<file path="src/hdl/label_gen_pkg.sv">
// constants for the request label generator
package label_gen_pkg;
    localparam int PART_W = 16;
    localparam int GROUP_W = 8;
    localparam logic [PART_W-1:0] DEFAULT_PART = 16'h0000;
    localparam logic [GROUP_W-1:0] DEFAULT_GROUP = 8'h00;
    localparam logic [PART_W-1:0] PART_MAX_RST = 16'h00FF;
    localparam logic [GROUP_W-1:0] GROUP_MAX_RST = 8'hFF;
    localparam logic [11:0] ADDR_CTRL = 12'h000;
    localparam logic [11:0] ADDR_LABEL = 12'h004;
    localparam logic [11:0] ADDR_PE_ID = 12'h008;
    localparam logic [11:0] ADDR_COMP_ID = 12'h00C;
    localparam logic [11:0] ADDR_COMP_SID = 12'h010;
    localparam logic [11:0] ADDR_STATUS = 12'h014;
    localparam int CTRL_EN_BIT = 0;
    localparam int CTRL_ERRDEF_BIT = 1;
    localparam int CTRL_VIRT_BIT = 2;
    localparam logic [1:0] RESP_OKAY = 2'h0;
    localparam logic [1:0] RESP_SLVERR = 2'h2;
endpackage

</file>
<file path="src/hdl/partition_label_gen.sv">
// request label generator with an AXI4-Lite register slave
//
// The implementer's own choices: the placing of the registers and the AXI4-Lite slave port.
`timescale 1ns/10ps
module partition_label_gen
    import label_gen_pkg::*;
(
    input  wire logic               clk_sys,        // system clock
    input  wire logic               nrst,           // async reset, active low
    input  wire logic               reqValid,       // requester request valid
    output logic                    reqReady,       // request taken
    input  wire logic [31:0]        reqAddr,        // requester address
    input  wire logic               reqSecure,      // requester in secure state
    input  wire logic               reqVirtual,     // virtual space requested
    output logic                    dnValid,        // downstream request valid
    input  wire logic               dnReady,        // downstream accepts
    output logic [31:0]             dnAddr,         // downstream address
    output logic [PART_W-1:0]       partition_id,   // label identifier
    output logic [GROUP_W-1:0]      monitor_group,  // label group
    output logic                    space_nonsecure_flag, // label space
    output logic                    dnVirtual,      // label in virtual space
    input  wire logic [11:0]        awaddr,         // write address
    input  wire logic               awvalid,        // write address valid
    output logic                    awready,        // write address ready
    input  wire logic [31:0]        wdata,          // write data
    input  wire logic [3:0]         wstrb,          // write strobes
    input  wire logic               wvalid,         // write data valid
    output logic                    wready,         // write data ready
    output logic [1:0]              bresp,          // write response
    output logic                    bvalid,         // write response valid
    input  wire logic               bready,         // write response ready
    input  wire logic [11:0]        araddr,         // read address
    input  wire logic               arvalid,        // read address valid
    output logic                    arready,        // read address ready
    output logic [31:0]             rdata,          // read data
    output logic [1:0]              rresp,          // read response
    output logic                    rvalid,         // read valid
    input  wire logic               rready          // read ready
);
    // ************************************************************
    // registers
    // ************************************************************
    logic [2:0]          ctrl_ff;
    logic [PART_W-1:0]   labPart_ff;
    logic [GROUP_W-1:0]  labGroup_ff;
    logic [PART_W-1:0]   partMax_ff;
    logic [GROUP_W-1:0]  groupMax_ff;
    logic [1:0]          errSeen_ff;
    logic                awHave_ff;
    logic                wHave_ff;
    logic [11:0]         awAddr_ff;
    logic [31:0]         wData_ff;
    logic [3:0]          wStrb_ff;

    // ************************************************************
    // label generation
    // ************************************************************
    wire genEnable = ctrl_ff[CTRL_EN_BIT];
    wire errDefault = ctrl_ff[CTRL_ERRDEF_BIT];
    wire virtOn = ctrl_ff[CTRL_VIRT_BIT] & reqVirtual;
    wire partErr = labPart_ff > partMax_ff;
    wire groupErr = labGroup_ff > groupMax_ff;
    wire partDef = ~genEnable | (partErr & errDefault);
    wire groupDef = ~genEnable | (errDefault & (partErr | groupErr));
    wire [PART_W-1:0] nxt_part = partDef ? DEFAULT_PART : labPart_ff;
    wire [GROUP_W-1:0] nxt_group = groupDef ? DEFAULT_GROUP : labGroup_ff;
    wire nxt_ns = ~reqSecure;
    wire slotFree = ~dnValid | dnReady;
    wire take = reqValid & slotFree;

    assign reqReady = slotFree;

    always_ff @(posedge clk_sys or negedge nrst) begin
        if (!nrst) begin
            dnValid <= 1'b0;
        end else if (slotFree) begin
            dnValid <= reqValid;
        end
    end

    always_ff @(posedge clk_sys or negedge nrst) begin
        if (!nrst) begin
            dnAddr <= 32'h0000_0000;
        end else if (take) begin
            dnAddr <= reqAddr;
        end
    end

    always_ff @(posedge clk_sys or negedge nrst) begin
        if (!nrst) begin
            partition_id <= DEFAULT_PART;
        end else if (take) begin
            partition_id <= nxt_part;
        end
    end

    always_ff @(posedge clk_sys or negedge nrst) begin
        if (!nrst) begin
            monitor_group <= DEFAULT_GROUP;
        end else if (take) begin
            monitor_group <= nxt_group;
        end
    end

    always_ff @(posedge clk_sys or negedge nrst) begin
        if (!nrst) begin
            space_nonsecure_flag <= 1'b0;
        end else if (take) begin
            space_nonsecure_flag <= nxt_ns;
        end
    end

    always_ff @(posedge clk_sys or negedge nrst) begin
        if (!nrst) begin
            dnVirtual <= 1'b0;
        end else if (take) begin
            dnVirtual <= virtOn;
        end
    end

    // ************************************************************
    // register slave
    // ************************************************************
    wire awTake = awvalid & awready;
    wire wTake = wvalid & wready;
    wire [11:0] wrAddr = awHave_ff ? awAddr_ff : awaddr;
    wire [31:0] wrData = wHave_ff ? wData_ff : wdata;
    wire [3:0] wrStrb = wHave_ff ? wStrb_ff : wstrb;
    wire wrGo = (awHave_ff | awTake) & (wHave_ff | wTake) & ~bvalid;
    wire wrCtrl = wrGo & (wrAddr == ADDR_CTRL) & wrStrb[0];
    wire wrLab = wrGo & (wrAddr == ADDR_LABEL);
    wire wrPeId = wrGo & (wrAddr == ADDR_PE_ID);
    wire wrStat = wrGo & (wrAddr == ADDR_STATUS) & wrStrb[0];
    wire wrHit = (wrAddr == ADDR_CTRL) | (wrAddr == ADDR_LABEL) |
                 (wrAddr == ADDR_PE_ID) | (wrAddr == ADDR_STATUS);
    wire [1:0] errClr = wrStat ? wrData[1:0] : 2'h0;
    wire [1:0] errSet = take ? {groupErr, partErr} : 2'h0;
    wire [31:0] rdMux =
        (araddr == ADDR_CTRL)     ? {29'h0, ctrl_ff} :
        (araddr == ADDR_LABEL)    ? {8'h00, labGroup_ff, labPart_ff} :
        (araddr == ADDR_PE_ID)    ? {8'h00, groupMax_ff, partMax_ff} :
        (araddr == ADDR_COMP_ID)  ? {16'h0000, partMax_ff} :
        (araddr == ADDR_COMP_SID) ? {16'h0000, partMax_ff} :
        (araddr == ADDR_STATUS)   ? {30'h0, errSeen_ff} : 32'h0000_0000;
    wire rdHit = (araddr <= ADDR_STATUS) & (araddr[1:0] == 2'h0);

    // ************************************************************
    // write channels
    // ************************************************************
    always_ff @(posedge clk_sys or negedge nrst) begin
        if (!nrst) begin
            awready <= 1'b0;
        end else begin
            awready <= ~awHave_ff & ~awTake & ~bvalid;
        end
    end

    always_ff @(posedge clk_sys or negedge nrst) begin
        if (!nrst) begin
            wready <= 1'b0;
        end else begin
            wready <= ~wHave_ff & ~wTake & ~bvalid;
        end
    end

    always_ff @(posedge clk_sys or negedge nrst) begin
        if (!nrst) begin
            awHave_ff <= 1'b0;
            awAddr_ff <= 12'h000;
        end else if (awTake & ~wrGo) begin
            awHave_ff <= 1'b1;
            awAddr_ff <= awaddr;
        end else if (wrGo) begin
            awHave_ff <= 1'b0;
        end
    end

    always_ff @(posedge clk_sys or negedge nrst) begin
        if (!nrst) begin
            wHave_ff <= 1'b0;
            wData_ff <= 32'h0000_0000;
            wStrb_ff <= 4'h0;
        end else if (wTake & ~wrGo) begin
            wHave_ff <= 1'b1;
            wData_ff <= wdata;
            wStrb_ff <= wstrb;
        end else if (wrGo) begin
            wHave_ff <= 1'b0;
        end
    end

    always_ff @(posedge clk_sys or negedge nrst) begin
        if (!nrst) begin
            bvalid <= 1'b0;
            bresp <= RESP_OKAY;
        end else if (wrGo) begin
            bvalid <= 1'b1;
            bresp <= wrHit ? RESP_OKAY : RESP_SLVERR;
        end else if (bready) begin
            bvalid <= 1'b0;
        end
    end

    // ************************************************************
    // register file
    // ************************************************************
    always_ff @(posedge clk_sys or negedge nrst) begin
        if (!nrst) begin
            ctrl_ff <= 3'h0;
        end else if (wrCtrl) begin
            ctrl_ff <= wrData[2:0];
        end
    end

    always_ff @(posedge clk_sys or negedge nrst) begin
        if (!nrst) begin
            labPart_ff <= DEFAULT_PART;
        end else begin
            if (wrLab & wrStrb[0]) labPart_ff[7:0] <= wrData[7:0];
            if (wrLab & wrStrb[1]) labPart_ff[15:8] <= wrData[15:8];
        end
    end

    always_ff @(posedge clk_sys or negedge nrst) begin
        if (!nrst) begin
            labGroup_ff <= DEFAULT_GROUP;
        end else if (wrLab & wrStrb[2]) begin
            labGroup_ff <= wrData[23:16];
        end
    end

    always_ff @(posedge clk_sys or negedge nrst) begin
        if (!nrst) begin
            partMax_ff <= PART_MAX_RST;
        end else begin
            if (wrPeId & wrStrb[0]) partMax_ff[7:0] <= wrData[7:0];
            if (wrPeId & wrStrb[1]) partMax_ff[15:8] <= wrData[15:8];
        end
    end

    always_ff @(posedge clk_sys or negedge nrst) begin
        if (!nrst) begin
            groupMax_ff <= GROUP_MAX_RST;
        end else if (wrPeId & wrStrb[2]) begin
            groupMax_ff <= wrData[23:16];
        end
    end

    // ************************************************************
    // status
    // ************************************************************
    // sticky error bits: set wins over clear
    logic [1:0] errNext;
    assign errNext = (errSeen_ff & ~errClr) | errSet;

    always_ff @(posedge clk_sys or negedge nrst) begin
        if (!nrst) begin
            errSeen_ff <= 2'h0;
        end else begin
            errSeen_ff <= errNext;
        end
    end

    // ************************************************************
    // read channel
    // ************************************************************
    wire arTake = arvalid & arready;

    always_ff @(posedge clk_sys or negedge nrst) begin
        if (!nrst) begin
            arready <= 1'b0;
        end else begin
            arready <= ~rvalid & ~arTake;
        end
    end

    always_ff @(posedge clk_sys or negedge nrst) begin
        if (!nrst) begin
            rvalid <= 1'b0;
        end else if (arTake) begin
            rvalid <= 1'b1;
        end else if (rready) begin
            rvalid <= 1'b0;
        end
    end

    always_ff @(posedge clk_sys or negedge nrst) begin
        if (!nrst) begin
            rdata <= 32'h0000_0000;
            rresp <= RESP_OKAY;
        end else if (arTake) begin
            rdata <= rdMux;
            rresp <= rdHit ? RESP_OKAY : RESP_SLVERR;
        end
    end
endmodule // partition_label_gen

</file>
<file path="config.mk">
export PLATFORM = sky130hd
export DESIGN_NAME = partition_label_gen
export DESIGN_NICKNAME = d
export VERILOG_FILES = /design/src/hdl/label_gen_pkg.sv /design/src/hdl/partition_label_gen.sv
export SDC_FILE = /design/constraint.sdc
export NUM_CORES = 1
export LEC_CHECK = 0
export BUFFER_PORTS_ARGS = -buffer_cell sky130_fd_sc_hd__buf_4
export CORE_MARGIN = 2
export CORE_UTILIZATION = 45
export CTS_BUF_LIST = sky130_fd_sc_hd__clkbuf_16
export CTS_CLUSTER_SIZE = 14
export DETAILED_ROUTE_END_ITERATION = 10
export GPL_TIMING_DRIVEN = 0
export PLACE_DENSITY = 0.77
export REMOVE_ABC_BUFFERS = 1
export SYNTH_ARGS = -nofsm -noshare
export SYNTH_HDL_FRONTEND = slang
export SYNTH_SLANG_ARGS = --single-unit
</file>
<file path="constraint.sdc">
create_clock -name clk_sys -period 2 [get_ports clk_sys]
set_clock_uncertainty 0.1 [all_clocks]
set_input_delay 0.3 -clock clk_sys [delete_from_list [all_inputs] [get_ports clk_sys]]
set_output_delay 0.3 -clock clk_sys [all_outputs]
set_load 0.005 [all_outputs]
</file>
==> results.yml <==
die:
  io_pins: 204
  rows: 50
  initial_core_util_pct: 45.5
  die_w_um: 141
  core_area_um2: 18500
  dieArea_um2: 19800
  fp.dieH_um: 141
power_and_ir_drop:
  p_comb_share_pct: 31.6
  p_leak_nw: 5.64
  clockPowerShare_pct: 26.4
  cellInternalPower_mw: 8.11
  power_switching_mw: 3.83
  switching_share_pct: 32.1
  power_frac_seq_pct: 42.0
  power_density_nw_per_um2: 966
  peakVddDrop_uv: 704
logic_synthesis:
  yosysTopAreaCell: "dfrtp_1"
  yosysMostFrequentCell: "nand2_1"
  synth_common_cells: "199 x nand2_1, 168 x dfrtp_1, 56 x nor2_1"
  synth.avg_cell_area_um2: 10.1
  yosysTopAreaCellShare_pct: 49.9
  synth.area.top_cells: "dfrtp_1 50%, nand2_1 8.9%, mux2_2 5.5%, dfstp_2 5.0%, mux2i_1 3.8%"
  synthCells: 831
  ys_seq_area_share_pct: 54.9
  synthesis.area_um2: 8430
  synth_edf_count: 0
  synthArstFlopShare_pct: 100
  yosysWarnings: 0
  synth_flop_cell: "dfrtp_1"
  synth_seq_cells: 184
  synth_cell_types: 57
grt:
  grt_remaining_overflow: 0
  grt_pass1_wl_um: 38900
  grt.total_usage_pct: 24.6
  grt_max_degree: 109
  grt_pass1_vias: 7484
  antenna_found_initial: 0
clocking:
  clk_latency_ns: 0.44
  cts_tree: "built"
  cts_buffers: 17
  ctsHtreeMaxLevel: 4
  cts-root-buf: "clkbuf_16"
  clk_pin_slew_worst_paths_ns: 0.06
  cts_sinks: 184
  cts_max_path_buffers: 2
placed_design:
  io_buffer_count: 184
  gp_congestion: 0.820
  place_area_um2: 10000
  hpwl_um: 14400
sta:
  fmax_mhz: 412
  worst_pin_slew_ns: 1.02
  setup_violations: 71
  hold_violations: 0
  fin_crit_ns: 2.43
  setup_slack_ns: -0.425
  post-route-period-util_pct: 121
  finalMaxSlewViolations: 0
  rsz0062_at_grt: "true"
  slew_headroom_pct: 32.1
final_layout:
  diodes: 0
  fin_area_um2: 12400
  layout.nets: 1238
  fin_util_pct: 66.7
  drive_gt1_share_pct: 40.0
  area_delta_synth_final_pct: 46.6
setup_path:
  path_class: "reg -> reg"
  cpMaxStageDelayCell: "or4_4"
  crit_required_ns: 2.25
  critPathMaxStageDelay_ns: 0.60
  path_max_fanout: 8
  worstRegToRegCells: 8
  crit_arrival_ns: 2.67
  startpoint_type: "register"
  path_cells: "inv_2 -> ha_4 -> nand4_1 -> or4_4 -> o21ai_4 -> a32oi_4 -> buf_6 -> o31ai_4"
  setup.worst_path.end_class: "register"
  r2r_end: "partition_id[0]$_DFFE_PN0P_"
  critPathBufInv: 2
  reg2reg_slack_ns: -0.43
  cp_top_family: "simple AND/OR/NAND/NOR gates"
  reg2reg_from: "partMax_ff[14]$_DFFE_PN0P_"
run_status:
  violations: "negative setup slack"
  status: "complete, but fails checks"
drt:
  firstDrtPassIters: 5
  wl_um: 24700
  ant_nets: 0
  drtIter0Drc: 551
  vias: 7393
  avgRoutedWirePerCell_um: 18.2
  drcViolationCount: 0
  post_drt_via_cell_ratio: 5.44
worst_hold_path:
  hold_start: "wdata[14]"
  min_to: "wData_ff[14]$_DFFE_PN0P_"
  min_delay_path_depth: 2
  hold_path.class: "in -> reg"
job:
  drv_cap: 0
per-stage QoR:
stage / power, mW / hold slack, ns / TNS (ns) / std cells / setup slack (ns)
2_1_floorplan: 6.58 / -0.0956 / -107.70 / 789 / -1.26
3_3_place_gp: 7.71 / 0.353 / -350.37 / 1207 / -2.35
3_5_place_dp: 7.89 / 0.227 / -86.71 / 1216 / -1.17
4_1_cts: 11.6 / 0.000146 / -10.08 / 1346 / -0.311
5_1_grt: 12.5 / 0.00227 / -18.47 / 1358 / -0.508
6_report: 11.9 / 0.00717 / -12.85 / 1358 / -0.425
worst max path at each step:
stage	start	endpoint	slack, ns	cells past startpoint
final	partMax_ff[14]$_DFFE_PN0P_	partition_id[0]$_DFFE_PN0P_	-0.43	8
after global routing	partMax_ff[14]$_DFFE_PN0P_	partition_id[5]$_DFFE_PN0P_	-0.51	9
after global placement	wHave_ff$_DFFE_PN0P_	labPart_ff[15]$_DFFE_PN0P_	-2.35	5
after detailed placement	wHave_ff$_DFFE_PN0P_	labPart_ff[12]$_DFFE_PN0P_	-1.17	6
after CTS	partMax_ff[14]$_DFFE_PN0P_	partition_id[0]$_DFFE_PN0P_	-0.31	8
after floorplan	wHave_ff$_DFFE_PN0P_	labGroup_ff[0]$_DFFE_PN0P_	-1.26	5
registers in the layout, summed over array words and instances (netlist names), 2 cells and up:
name           count
partition_id      16
monitor_group      8
awAddr_ff         12
labPart_ff        16
wData_ff          24
wStrb_ff           3
errSeen_ff         2
dnAddr            32
partMax_ff        16
groupMax_ff        8
rdata             24
ctrl_ff            3
labGroup_ff        8
area by class of cell:
type | count | area, µm²
Multi-Input combinational cell | 578 | 4170
Tap cell | 234 | 293
Clock buffer | 17 | 425
Inverter | 30 | 113
Clock inverter | 15 | 111
Fill cell | 1352 | 6160
Sequential cell | 184 | 4630
Timing Repair Buffer | 300 | 2610
logic make-up after synthesis:
group,count (synthesis),synth area share [%]
fa+ha+maj,24,3.56
compound gates,158,12.1
flops,184,54.9
mux,73,9.28
other cells,1,0.0445
simple gates,310,15.7
buf+inv,81,4.38
cell usage in the layout, fill, tap and decap left out, drive strengths merged, types with 5 or more instances in the layout:
cell	instances
and2	5
mux2i	32
mux2	41
nand2b	5
nand4	5
o2111ai	11
conb	10
a21oi	16
ha	24
nor2	57
o211ai	5
nand2	199
clkinv	10
dfstp	16
o21ai	81
dfrtp	168
buf	245
dlygate4sd3	53
nand3	10
nor3	6
clkbuf	19
inv	31
a221oi	21
power by group through the flow:
stage          Clock (mW)  Sequential [mW]  Combinational (mW)
5_1_grt              3.34             5.09                4.05
4_1_cts              3.15             4.95                3.53
3_5_place_dp            0             5.14                2.74
3_3_place_gp            0             5.09                2.62
2_1_floorplan           0             5.03                1.55
6_report             3.15             5.01                3.77
per-layer routing:
metal	vias to the layer above	routed length, µm	GRT usage [%]
li1	3440	-	-
met1	3619	10100	31.4
met2	277	12500	41.5
met3	57	1440	5.37
met4	0	699	8.95
met5	-	0	0
repair_timing:
item | in CTS | in global routing
setup endpoints to repair | 122 | 93
hold buffers | 51 | 2
hold endpoints to repair | 119 | 2
gates resized for setup | 100 | 90
setup buffers | 42 | 12
pin swaps | 62 | 50
gates cloned | 5 | 2
(Power assumes the default switching activity.)
